**config.mk**
```make
export PLATFORM = sky130hd
export DESIGN_NAME = gauge_readout
export DESIGN_NICKNAME = d
export VERILOG_FILES = /design/src/pkg/gauge_readout_pkg.sv /design/src/hw/gauge_readout.sv
export VERILOG_INCLUDE_DIRS = /design/src /design/src/pkg
export SDC_FILE = /design/constraint.sdc
export NUM_CORES = 2
export LEC_CHECK = 0
export BUFFER_PORTS_ARGS = -buffer_cell sky130_fd_sc_hd__buf_2
export CAP_MARGIN = 20
export CORE_MARGIN = 2
export CORE_UTILIZATION = 45
export CTS_BUF_LIST = sky130_fd_sc_hd__clkbuf_2
export DETAILED_ROUTE_END_ITERATION = 7
export PLACE_DENSITY = 0.68
export SYNTH_ARGS = -nofsm -noshare
export SYNTH_HDL_FRONTEND = slang
export SYNTH_SLANG_ARGS = --single-unit
export TNS_END_PERCENT = 20
```
**constraint.sdc**
```tcl
create_clock -name clk_sys -period 7 [get_ports clk_sys]
set_input_delay 1.4 -clock clk_sys [delete_from_list [all_inputs] [get_ports clk_sys]]
set_output_delay 1.4 -clock clk_sys [all_outputs]
set_load 0.01 [all_outputs]
```
**src/pkg/gauge_readout_defines.svh**
```systemverilog
`ifndef GAUGE_READOUT_DEFINES_SVH
`define GAUGE_READOUT_DEFINES_SVH

// Command codes of the read-word results
`define CMD_TIME_TO_FULL    8'h05
`define CMD_TIME_TO_EMPTY   8'h06
`define CMD_CAN_SUPPLY      8'h07
`define CMD_TEMPERATURE     8'h08
`define CMD_VOLTAGE         8'h09
`define CMD_CURRENT         8'h0a
`define CMD_AVG_CURRENT     8'h0b
`define CMD_ERROR_MARGIN    8'h0c
`define CMD_PCT_LEARNED     8'h0d
`define CMD_PCT_DESIGN      8'h0e
`define CMD_REMAINING       8'h0f

// Mode word field
`define MODE_UNIT_BIT       15

// Result codes and limits
`define TIME_INVALID        16'hffff
`define TIME_MAX            16'hfffe
`define PCT_FULL            16'h0064
`define VOLT_MAX_MV         16'h4e20

// Error margin values in percent; CYCLES_PER_STEP is the cycle-count compare value
`define MARGIN_RESET        16'h0064
`define MARGIN_LEARNED      16'h0002
`define MARGIN_CLAMPED      16'h0008
`define MARGIN_VCORR        16'h0019
`define MARGIN_STEP         16'h0001
`define CYCLES_PER_STEP     2'h3

// Timing
`define CLK_HZ              20000000
`define REFRESH_MS          1000
`define RESULT_DEADLINE_MS  5
`define SUPPLY_SECONDS      10
`define SECONDS_PER_HOUR    3600
`define MINUTES_PER_HOUR    60
`define AVG_WINDOW_S        60

`endif

```
**src/pkg/gauge_readout_pkg.sv**
```systemverilog
package gauge_readout_pkg;

    typedef enum logic [3:0] {
        CALC_IDLE  = 4'b0001,
        CALC_LOAD  = 4'b0010,
        CALC_DIV   = 4'b0100,
        CALC_STORE = 4'b1000
    } calc_state_e;

    typedef enum logic [2:0] {
        JOB_TTF = 3'h0,
        JOB_TTE = 3'h1,
        JOB_REL = 3'h2,
        JOB_ABS = 3'h3,
        JOB_AVG = 3'h4
    } calc_job_e;

    typedef logic [15:0] word_t;

endpackage : gauge_readout_pkg

```
**src/hw/gauge_readout.sv**
```systemverilog
// What this block does
// - Time-to-full at 0x05 recomputed within 5 ms of a new rate write.
// - All three rate predictions refreshed from the current rate every second.
// - Time-to-full is minutes 0..65534; 65535 when rate is zero or negative.
// - Time-to-empty at 0x06 recomputed within 5 ms of a new rate write.
// - Time-to-empty is minutes 0..65534; 65535 when rate is zero or positive.
// - Code 0x07 returns one-bit flag: can battery carry extra load ten seconds.
// - Can-supply flag reads 1 whenever rate is zero or positive.
// - Can-supply flag recomputed within 5 ms of a new rate write.
// - Code 0x08 returns cell temperature, unsigned, in tenths of a kelvin.
// - Code 0x09 returns pack voltage in millivolts, 0 to 20000.
// - Code 0x0a returns signed instantaneous current in mA, positive when charging.
// - Code 0x0b returns one-minute rolling average; instant value during first minute.
// - Full reset sets error margin at 0x0c to 100 percent.
// - Learning sets margin 2; clamped learning sets 8 unless already below 8.
// - Margin gains 1 percent per four cycle-count increments without learning.
// - Voltage-based coulomb counter correction sets margin to 25 percent.
// - Code 0x0d returns remaining as percent 0..100 of learned full capacity.
// - Code 0x0e returns remaining as percent of design capacity, may exceed 100.
// - Code 0x0f returns remaining in mAh, or 10 mWh when unit select set.
// - Host reads each result by read-word only; device answers a 16-bit word.
// - Mode word bit 15 selects units: clear mA/mAh, set 10 mW/10 mWh.
`timescale 1ns/1ps
`include "gauge_readout_defines.svh"

module gauge_readout
    import gauge_readout_pkg::*;
#(
    parameter int unsigned REFRESH_CYCLES = `REFRESH_MS * (`CLK_HZ / 1000)
) (
    input  wire logic               clk_sys,
    input  wire logic               nrst,
    input  wire logic               readReq,
    input  wire logic [7:0]         readCode,
    output logic      [15:0]        readWord,
    output logic                    readValid,
    output logic                    readMiss,
    input  wire logic               rateWrite,
    input  wire logic signed [15:0] host_rate_value,
    input  wire logic [15:0]        mode_word,
    input  wire logic [15:0]        cellTempDk,
    input  wire logic [15:0]        packVoltMv,
    input  wire logic signed [15:0] instCurrentMa,
    input  wire logic [15:0]        remainMah,
    input  wire logic [15:0]        remainCwh,
    input  wire logic [15:0]        learnedFullMah,
    input  wire logic [15:0]        learnedFullCwh,
    input  wire logic [15:0]        nominal_full_amount,
    input  wire logic               learnDone,
    input  wire logic               learnClamped,
    input  wire logic               cycleTallyIncr,
    input  wire logic               voltCorrection,
    output logic                    calcBusy
);

    ////////////////////////////////////////////////////////////////////////////
    function automatic logic [15:0] sat16(input logic [31:0] v, input logic [15:0] lim);
        sat16 = (v > {16'h0000, lim}) ? lim : v[15:0];
    endfunction : sat16

    function automatic logic [15:0] mag16(input logic signed [15:0] v);
        mag16 = v[15] ? 16'(-v) : 16'(v);
    endfunction : mag16

    ////////////////////////////////////////////////////////////////////////////
    logic signed [15:0] rate_reg;
    logic [24:0]        secCount_reg;
    logic               secTick;
    logic               pend_reg;
    calc_state_e        state_reg;
    calc_job_e          job_reg;
    logic [31:0]        num_reg;
    logic [31:0]        den_reg;
    logic [31:0]        quo_reg;
    logic [32:0]        rem_reg;
    logic [5:0]         bitCnt_reg;
    logic               skip_reg;
    logic [15:0]        ttf_reg;
    logic [15:0]        tte_reg;
    logic               canSupply_reg;
    logic [15:0]        relPct_reg;
    logic [15:0]        absPct_reg;
    logic [15:0]        avgCur_reg;
    logic [15:0]        margin_reg;
    logic [1:0]         cycleRun_reg;
    logic signed [15:0] avgMem [0:`AVG_WINDOW_S-1];
    logic [5:0]         avgPtr_reg;
    logic               avgFull_reg;
    logic signed [23:0] avgSum_reg;
    logic               unitSel;
    logic [15:0]        remSel;
    logic [15:0]        fullSel;
    logic [15:0]        rateMag;
    logic [32:0]        remTry;

    assign unitSel  = mode_word[`MODE_UNIT_BIT];
    assign remSel   = unitSel ? remainCwh : remainMah;
    assign fullSel  = unitSel ? learnedFullCwh : learnedFullMah;
    assign rateMag  = mag16(rate_reg);
    assign calcBusy = (state_reg != CALC_IDLE);

    ////////////////////////////////////////////////////////////////////////////
    // Rate value, zero after reset
    always_ff @(posedge clk_sys or negedge nrst) begin
        if (!nrst) begin
            rate_reg <= 16'sh0000;
        end else if (rateWrite) begin
            rate_reg <= host_rate_value;
        end
    end

    // One-second refresh divider
    always_ff @(posedge clk_sys or negedge nrst) begin
        if (!nrst) begin
            secCount_reg <= 25'h0000000;
        end else if (secTick) begin
            secCount_reg <= 25'h0000000;
        end else begin
            secCount_reg <= secCount_reg + 25'h0000001;
        end
    end
    assign secTick = (secCount_reg == 25'(REFRESH_CYCLES - 1));

    // Pending recompute; a trigger arriving at launch is kept
    always_ff @(posedge clk_sys or negedge nrst) begin
        if (!nrst) begin
            pend_reg <= 1'b0;
        end else begin
            pend_reg <= (pend_reg && state_reg != CALC_IDLE) || rateWrite || secTick;
        end
    end

    ////////////////////////////////////////////////////////////////////////////
    // Shared serial divider; five jobs take under 200 cycles, far inside 5 ms
    assign remTry = {rem_reg[31:0], num_reg[31]} - {1'b0, den_reg};

    always_ff @(posedge clk_sys or negedge nrst) begin
        if (!nrst) begin
            state_reg  <= CALC_IDLE;
            job_reg    <= JOB_TTF;
            num_reg    <= 32'h00000000;
            den_reg    <= 32'h00000000;
            quo_reg    <= 32'h00000000;
            rem_reg    <= 33'h000000000;
            bitCnt_reg <= 6'h00;
            skip_reg   <= 1'b0;
        end else begin
            case (state_reg)
                CALC_IDLE: begin
                    if (pend_reg) begin
                        job_reg   <= JOB_TTF;
                        state_reg <= CALC_LOAD;
                    end
                end
                CALC_LOAD: begin
                    rem_reg    <= 33'h000000000;
                    quo_reg    <= 32'h00000000;
                    bitCnt_reg <= 6'h20;
                    state_reg  <= CALC_DIV;
                    skip_reg   <= 1'b0;
                    den_reg    <= {16'h0000, rateMag};
                    num_reg    <= 32'h00000000;
                    case (job_reg)
                        JOB_TTF: begin
                            skip_reg <= (rate_reg <= 16'sh0000);
                            if (fullSel > remSel) begin
                                num_reg <= 32'(fullSel - remSel) * 32'(`MINUTES_PER_HOUR);
                            end
                        end
                        JOB_TTE: begin
                            skip_reg <= (rate_reg >= 16'sh0000);
                            num_reg  <= 32'(remSel) * 32'(`MINUTES_PER_HOUR);
                        end
                        JOB_REL: begin
                            num_reg <= 32'(remainMah) * 32'(`PCT_FULL);
                            den_reg <= {16'h0000, learnedFullMah};
                        end
                        JOB_ABS: begin
                            num_reg <= 32'(remainMah) * 32'(`PCT_FULL);
                            den_reg <= {16'h0000, nominal_full_amount};
                        end
                        JOB_AVG: begin
                            num_reg <= avgSum_reg[23] ? 32'(-avgSum_reg) : 32'(avgSum_reg);
                            den_reg <= 32'(`AVG_WINDOW_S);
                        end
                        default: begin
                            skip_reg <= 1'b1;
                        end
                    endcase
                end
                CALC_DIV: begin
                    if (bitCnt_reg == 6'h00) begin
                        state_reg <= CALC_STORE;
                    end else begin
                        bitCnt_reg <= bitCnt_reg - 6'h01;
                        num_reg    <= {num_reg[30:0], 1'b0};
                        if (!remTry[32]) begin
                            rem_reg <= remTry;
                            quo_reg <= {quo_reg[30:0], 1'b1};
                        end else begin
                            rem_reg <= {rem_reg[31:0], num_reg[31]};
                            quo_reg <= {quo_reg[30:0], 1'b0};
                        end
                    end
                end
                CALC_STORE: begin
                    if (job_reg == JOB_AVG) begin
                        state_reg <= CALC_IDLE;
                    end else begin
                        job_reg   <= calc_job_e'(job_reg + 3'h1);
                        state_reg <= CALC_LOAD;
                    end
                end
                default: begin
                    state_reg <= CALC_IDLE;
                end
            endcase
        end
    end

    ////////////////////////////////////////////////////////////////////////////
    // Results; a zero divisor yields all ones and saturates
    always_ff @(posedge clk_sys or negedge nrst) begin
        if (!nrst) begin
            ttf_reg    <= `TIME_INVALID;
            tte_reg    <= `TIME_INVALID;
            relPct_reg <= 16'h0000;
            absPct_reg <= 16'h0000;
            avgCur_reg <= 16'h0000;
        end else if (state_reg == CALC_STORE) begin
            case (job_reg)
                JOB_TTF: ttf_reg <= skip_reg ? `TIME_INVALID : sat16(quo_reg, `TIME_MAX);
                JOB_TTE: tte_reg <= skip_reg ? `TIME_INVALID : sat16(quo_reg, `TIME_MAX);
                JOB_REL: relPct_reg <= sat16(quo_reg, `PCT_FULL);
                JOB_ABS: absPct_reg <= sat16(quo_reg, 16'hffff);
                JOB_AVG: begin
                    if (avgSum_reg[23]) begin
                        avgCur_reg <= 16'(-quo_reg);
                    end else begin
                        avgCur_reg <= quo_reg[15:0];
                    end
                end
                default: begin
                    avgCur_reg <= avgCur_reg;
                end
            endcase
        end
    end

    // Extra load check; present averaged drain counts only in current units
    logic [31:0] needLoad;
    logic [31:0] haveCharge;
    logic [15:0] drainNow;
    assign drainNow   = (!unitSel && avgCur_reg[15]) ? mag16(avgCur_reg) : 16'h0000;
    assign needLoad   = (32'(rateMag) + 32'(drainNow)) * 32'(`SUPPLY_SECONDS);
    assign haveCharge = 32'(remSel) * 32'(`SECONDS_PER_HOUR);

    always_ff @(posedge clk_sys or negedge nrst) begin
        if (!nrst) begin
            canSupply_reg <= 1'b1;
        end else if (state_reg == CALC_IDLE && pend_reg) begin
            canSupply_reg <= (rate_reg >= 16'sh0000) || (needLoad <= haveCharge);
        end
    end

    ////////////////////////////////////////////////////////////////////////////
    // One-minute window of per-second samples
    always_ff @(posedge clk_sys or negedge nrst) begin
        if (!nrst) begin
            avgPtr_reg  <= 6'h00;
            avgFull_reg <= 1'b0;
            avgSum_reg  <= 24'sh000000;
        end else if (secTick) begin
            avgPtr_reg <= (avgPtr_reg == 6'(`AVG_WINDOW_S - 1)) ? 6'h00 : avgPtr_reg + 6'h01;
            if (avgPtr_reg == 6'(`AVG_WINDOW_S - 1)) begin
                avgFull_reg <= 1'b1;
            end
            if (avgFull_reg) begin
                avgSum_reg <= avgSum_reg + 24'(instCurrentMa) - 24'(avgMem[avgPtr_reg]);
            end else begin
                avgSum_reg <= avgSum_reg + 24'(instCurrentMa);
            end
        end
    end

    // Sample store needs no reset; unread until the window has filled
    always_ff @(posedge clk_sys) begin
        if (secTick) begin
            avgMem[avgPtr_reg] <= instCurrentMa;
        end
    end

    ////////////////////////////////////////////////////////////////////////////
    // Error margin; correction beats learning beats cycle aging
    always_ff @(posedge clk_sys or negedge nrst) begin
        if (!nrst) begin
            margin_reg   <= `MARGIN_RESET;
            cycleRun_reg <= 2'h0;
        end else if (voltCorrection) begin
            margin_reg <= `MARGIN_VCORR;
        end else if (learnDone) begin
            cycleRun_reg <= 2'h0;
            if (!learnClamped) begin
                margin_reg <= `MARGIN_LEARNED;
            end else if (margin_reg >= `MARGIN_CLAMPED) begin
                margin_reg <= `MARGIN_CLAMPED;
            end
        end else if (cycleTallyIncr) begin
            cycleRun_reg <= cycleRun_reg + 2'h1;
            if (cycleRun_reg == `CYCLES_PER_STEP && margin_reg < `MARGIN_RESET) begin
                margin_reg <= margin_reg + `MARGIN_STEP;
            end
        end
    end

    ////////////////////////////////////////////////////////////////////////////
    // Read-word answers, one cycle after the request
    always_ff @(posedge clk_sys or negedge nrst) begin
        if (!nrst) begin
            readWord  <= 16'h0000;
            readValid <= 1'b0;
            readMiss  <= 1'b0;
        end else begin
            readValid <= readReq;
            readMiss  <= 1'b0;
            if (readReq) begin
                case (readCode)
                    `CMD_TIME_TO_FULL:  readWord <= ttf_reg;
                    `CMD_TIME_TO_EMPTY: readWord <= tte_reg;
                    `CMD_CAN_SUPPLY:    readWord <= {15'h0000, canSupply_reg};
                    `CMD_TEMPERATURE:   readWord <= cellTempDk;
                    `CMD_VOLTAGE:       readWord <= sat16(32'(packVoltMv), `VOLT_MAX_MV);
                    `CMD_CURRENT:       readWord <= instCurrentMa;
                    `CMD_AVG_CURRENT:   readWord <= avgFull_reg ? avgCur_reg : instCurrentMa;
                    `CMD_ERROR_MARGIN:  readWord <= margin_reg;
                    `CMD_PCT_LEARNED:   readWord <= relPct_reg;
                    `CMD_PCT_DESIGN:    readWord <= absPct_reg;
                    `CMD_REMAINING:     readWord <= remSel;
                    default: begin
                        readWord <= 16'h0000;
                        readMiss <= 1'b1;
                    end
                endcase
            end
        end
    end

endmodule : gauge_readout

```
==> run summary <==
Max reg flops = 960
Top cell by count, worst path = xnor2_1
Vias in the first global route = 45600
Tmin final = 6.42 ns
Final setup fails = 0
Peak VDD IR = 0.348 mV
Setup Skew = 0.250 ns
Slowest Stage Delay on Critical Path = 0.68 ns
Maximum clock frequency = 156 MHz
Number of core rows = 137
Chip height = 379 um
Yosys reg bits = 1276
Synth unique cells = 91
WL/cell = 24.0 um
Die Area = 143000 um^2
Fin. Hold Viols = 0
Share of the synthesized area in the top cell type = 45.6%
Syn nets = 5680
Tightest Pin Transition = 1.17 ns
GR Util met2 = 40.9%
CTS HTree Levels = 5
TritonCTS clock tree = yes
Pre-CTS WS = -0.446 ns
DRT iter0 DRCs = 5153
Worst Reg-to-Reg Cells = 19
Dpl cell area = 68600 um^2
TritonRoute pass-1 iters = 8
Routability congestion estimate = 0.914
Number of flops mapped to enable cells by yosys = 960
Detailed placer's ending HPWL = 127 mm
Synth-to-layout area growth = 13.7%
DRT antenna net count = 0
CP top delay family = compound AO/OA/AOI/OAI gates
Met3 usage = 5.35%
Setup total negative slack = 0 ns
Worst skew pair latency = 1.67 ns
Async SR Flop Fraction = 24.8%
Drt total wl = 190 mm
Drt drc = 2
Crit Path Max Fanout = 47
Fin crit share = 91.7%
Core Area = 139000 um^2
Max Buffers Root-to-Sink = 4
Die extent in x = 379 um
Cell count after placement = 7289
End of the worst register-to-register path = avgSum_reg[23]
Ys flop type = edfxtp_1
Sink Count = 1276
Area of the multi-input gates = 24700 um^2
CP startpoint kind = flop
Met1 Use GR = 35.0%
Initial Utilization = 45.3%
CP cell instances = and3_4 > buf_4 > a22o_1 > a221oi_1 > a31oi_1 > or4_1 > nor4_1 > ha_1 > o21a_1 > o21ai_0 > a211oi_1 > o21ai_1 > a211o_1 > nand3_1 > a2111o_1 > a41oi_1 > xnor2_1 > nand2_1 > xnor2_1
Cell Area, Synth = 63200 um^2
Required @ worst endpoint = 8.48 ns
Critical Path AT = 7.90 ns
Slew HR = 22.1%
Final Util = 51.5%
Nets@finish = 6353
WP buf/inv = 1
Area leader, netlist = edfxtp_1
Flip-flop and latch area = 36800 um^2
Unrepaired setup endpoints after global routing = no
Final WS setup = 0.578 ns
Mean cell area of the mapped netlist = 12.4 um^2
Port Buf Inserts = 179
Largest net degree at the start of global routing = 151
WHS Endpoint = readWord[12]
DR vias = 46600
Hold wc startpoint = packVoltMv[12]
Failing checks = design-rule violations
Leakage = 27.9 nW
DR vias/cell = 5.91
Slowest-stage cell, CP = or4_1
GR peak layer = met2
Fin. max-slew vios = 0
Antenna violations before repair = 16
Sequential-to-total area share from yosys stat = 58.2%
Flop2flop setup slack = 0.58 ns
Cell count after synthesis = 5110
Clk slew on worst S/H paths = 0.10 ns
CTS buffer count = 336
Area contributors post-synth = edfxtp_1, dfrtp_1, ha_1
I/O Pins = 195
Worst reg2reg startpoint = avgPtr_reg[0]
Crit path capture type = flop
Grt ovf = 0
Largest register by flop count = avgMem
Share of cells above drive strength 1 = 20.5%
Max-cap violations = 0
PwrDens = 283 nW/um^2
HP Class = in -> reg
WHS Path Cells = 3
GRT Total Usage = 26.2%
Synthesis Warnings = 0
Non-filler instance count after layout = 7897
Root buf cell = clkbuf_2
Setup CP Type = reg -> reg
Fill count = 12100
Post-route cell area = 71800 um^2
Outcome = complete, but fails checks
First-pass GRT wire length = 281 mm
==> synthesized netlist by cell type (all sizes together), types with 11 or more instances <==
library cell  instances
mux2                 39
xnor2               151
nand2b               40
dfstp                37
a22o                 90
buf                  62
mux4                 25
nor2b                45
a21boi               11
or4                  23
o211ai               17
nor4                 41
mux2i                57
edfxtp              960
a21oi               273
and3                 34
nand2               297
a211oi               15
o21bai               22
xor2                 98
nor2                389
ha                  307
a22oi               268
a41oi                16
dfrtp               279
a21o                 58
nand4                40
o21a                 28
nand3               108
fa                   87
o21ai               229
or2                  11
inv                 238
clkbuf              191
o22ai                20
a222oi               27
and2                 30
o31ai                20
or3                  26
a31oi               103
a221oi              102
nor3                 71
o41ai                16
==> cell usage in the layout (no fill, tap or decap), types with 59 or more instances in the layout <==
cell      count
nand3_1     107
clkbuf_2    499
buf_2       178
ha_1        304
fa_1         86
o21ai_0     202
xor2_1       95
nor2_1      383
inv_1       237
a31oi_1     102
xnor2_1     151
clkinv_1     59
nand2_1     297
buf_4       360
dfrtp_1     276
a221oi_1    102
a22o_1       90
a21oi_1     271
nor3_1       69
edfxtp_1    960
a22oi_1     268
==> logic make-up (layout without fill, tap and decap cells) <==
logic type                 Yosys count  count (layout)  synth area share (%)
other                                0               8                     0
muxes                              121             121                  2.49
and+or+nand+nor                   1196            1196                  9.04
xor gates and xnor gates           249             249                  3.45
buffers and inverters              492            1395                  2.98
adders and majority gates          394             394                  8.84
DFF                               1276            1276                  58.2
AOI/OAI and AO/OA                 1382            1382                  15.0
==> worst max-delay path by stage <==
stage / slack, ns / depth (start not counted) / startpoint / end
CTS: 0.56 / 30 / rate_reg[0] / canSupply_reg
finish: 0.58 / 19 / avgPtr_reg[0] / avgSum_reg[23]
floorplan: -0.01 / 29 / mode_word[15] / canSupply_reg
global placement: -0.36 / 30 / mode_word[15] / num_reg[21]
global route: 0.01 / 28 / rate_reg[15] / canSupply_reg
detailed placement: -0.45 / 32 / mode_word[15] / canSupply_reg
==> area by class of cell <==
type                    instances  area share, %
flip-flops and latches       1276           51.2
multi-input cells            3342           34.4
repair buffers                588           5.93
clock buffers                 499           3.48
well taps                    1876           3.27
inverters                     239           1.25
clock inverters                69          0.418
diodes                          8         0.0279
==> worst min-delay path: stages <==
cell and delay [ns]:
buf_2 0.11, nand2_1 0.05, a31oi_1 0.08
==> per-stage QoR <==
| stage | hold slack [ns] | power [mW] |
|---|---|---|
| finish | 0.150 | 20.3 |
| global route | 0.0271 | 21.6 |
| global placement | 0.454 | 15.4 |
| CTS | 0.000364 | 20.4 |
| floorplan | 0.438 | 13.2 |
| detailed placement | 0.464 | 15.5 |
==> report_power, final <==
part	leakage (nW)	switching [mW]	internal, mW
registers	12.5	0.225	8.35
clock network	2.21	3.00	1.91
logic	13.2	3.58	3.27
total	27.9	6.80	13.5
==> metal layers <==
| layer | wire length (um) | vias up |
|---|---|---|
| li1 | - | 21000 |
| met1 | 76700 | 22700 |
| met2 | 86500 | 2463 |
| met3 | 17700 | 463 |
| met4 | 8990 | 8 |
| met5 | 51 | - |
==> repair_timing <==
action / 4_1_cts / 5_1_grt
hold buffers: 31 / 0
resized for setup: 0 / 2
endpoints found under the setup margin: 0 / 1
buffers inserted: 0 / 0
endpoints found under the hold margin: 103 / 0
Power figures use the tool's default switching activity.
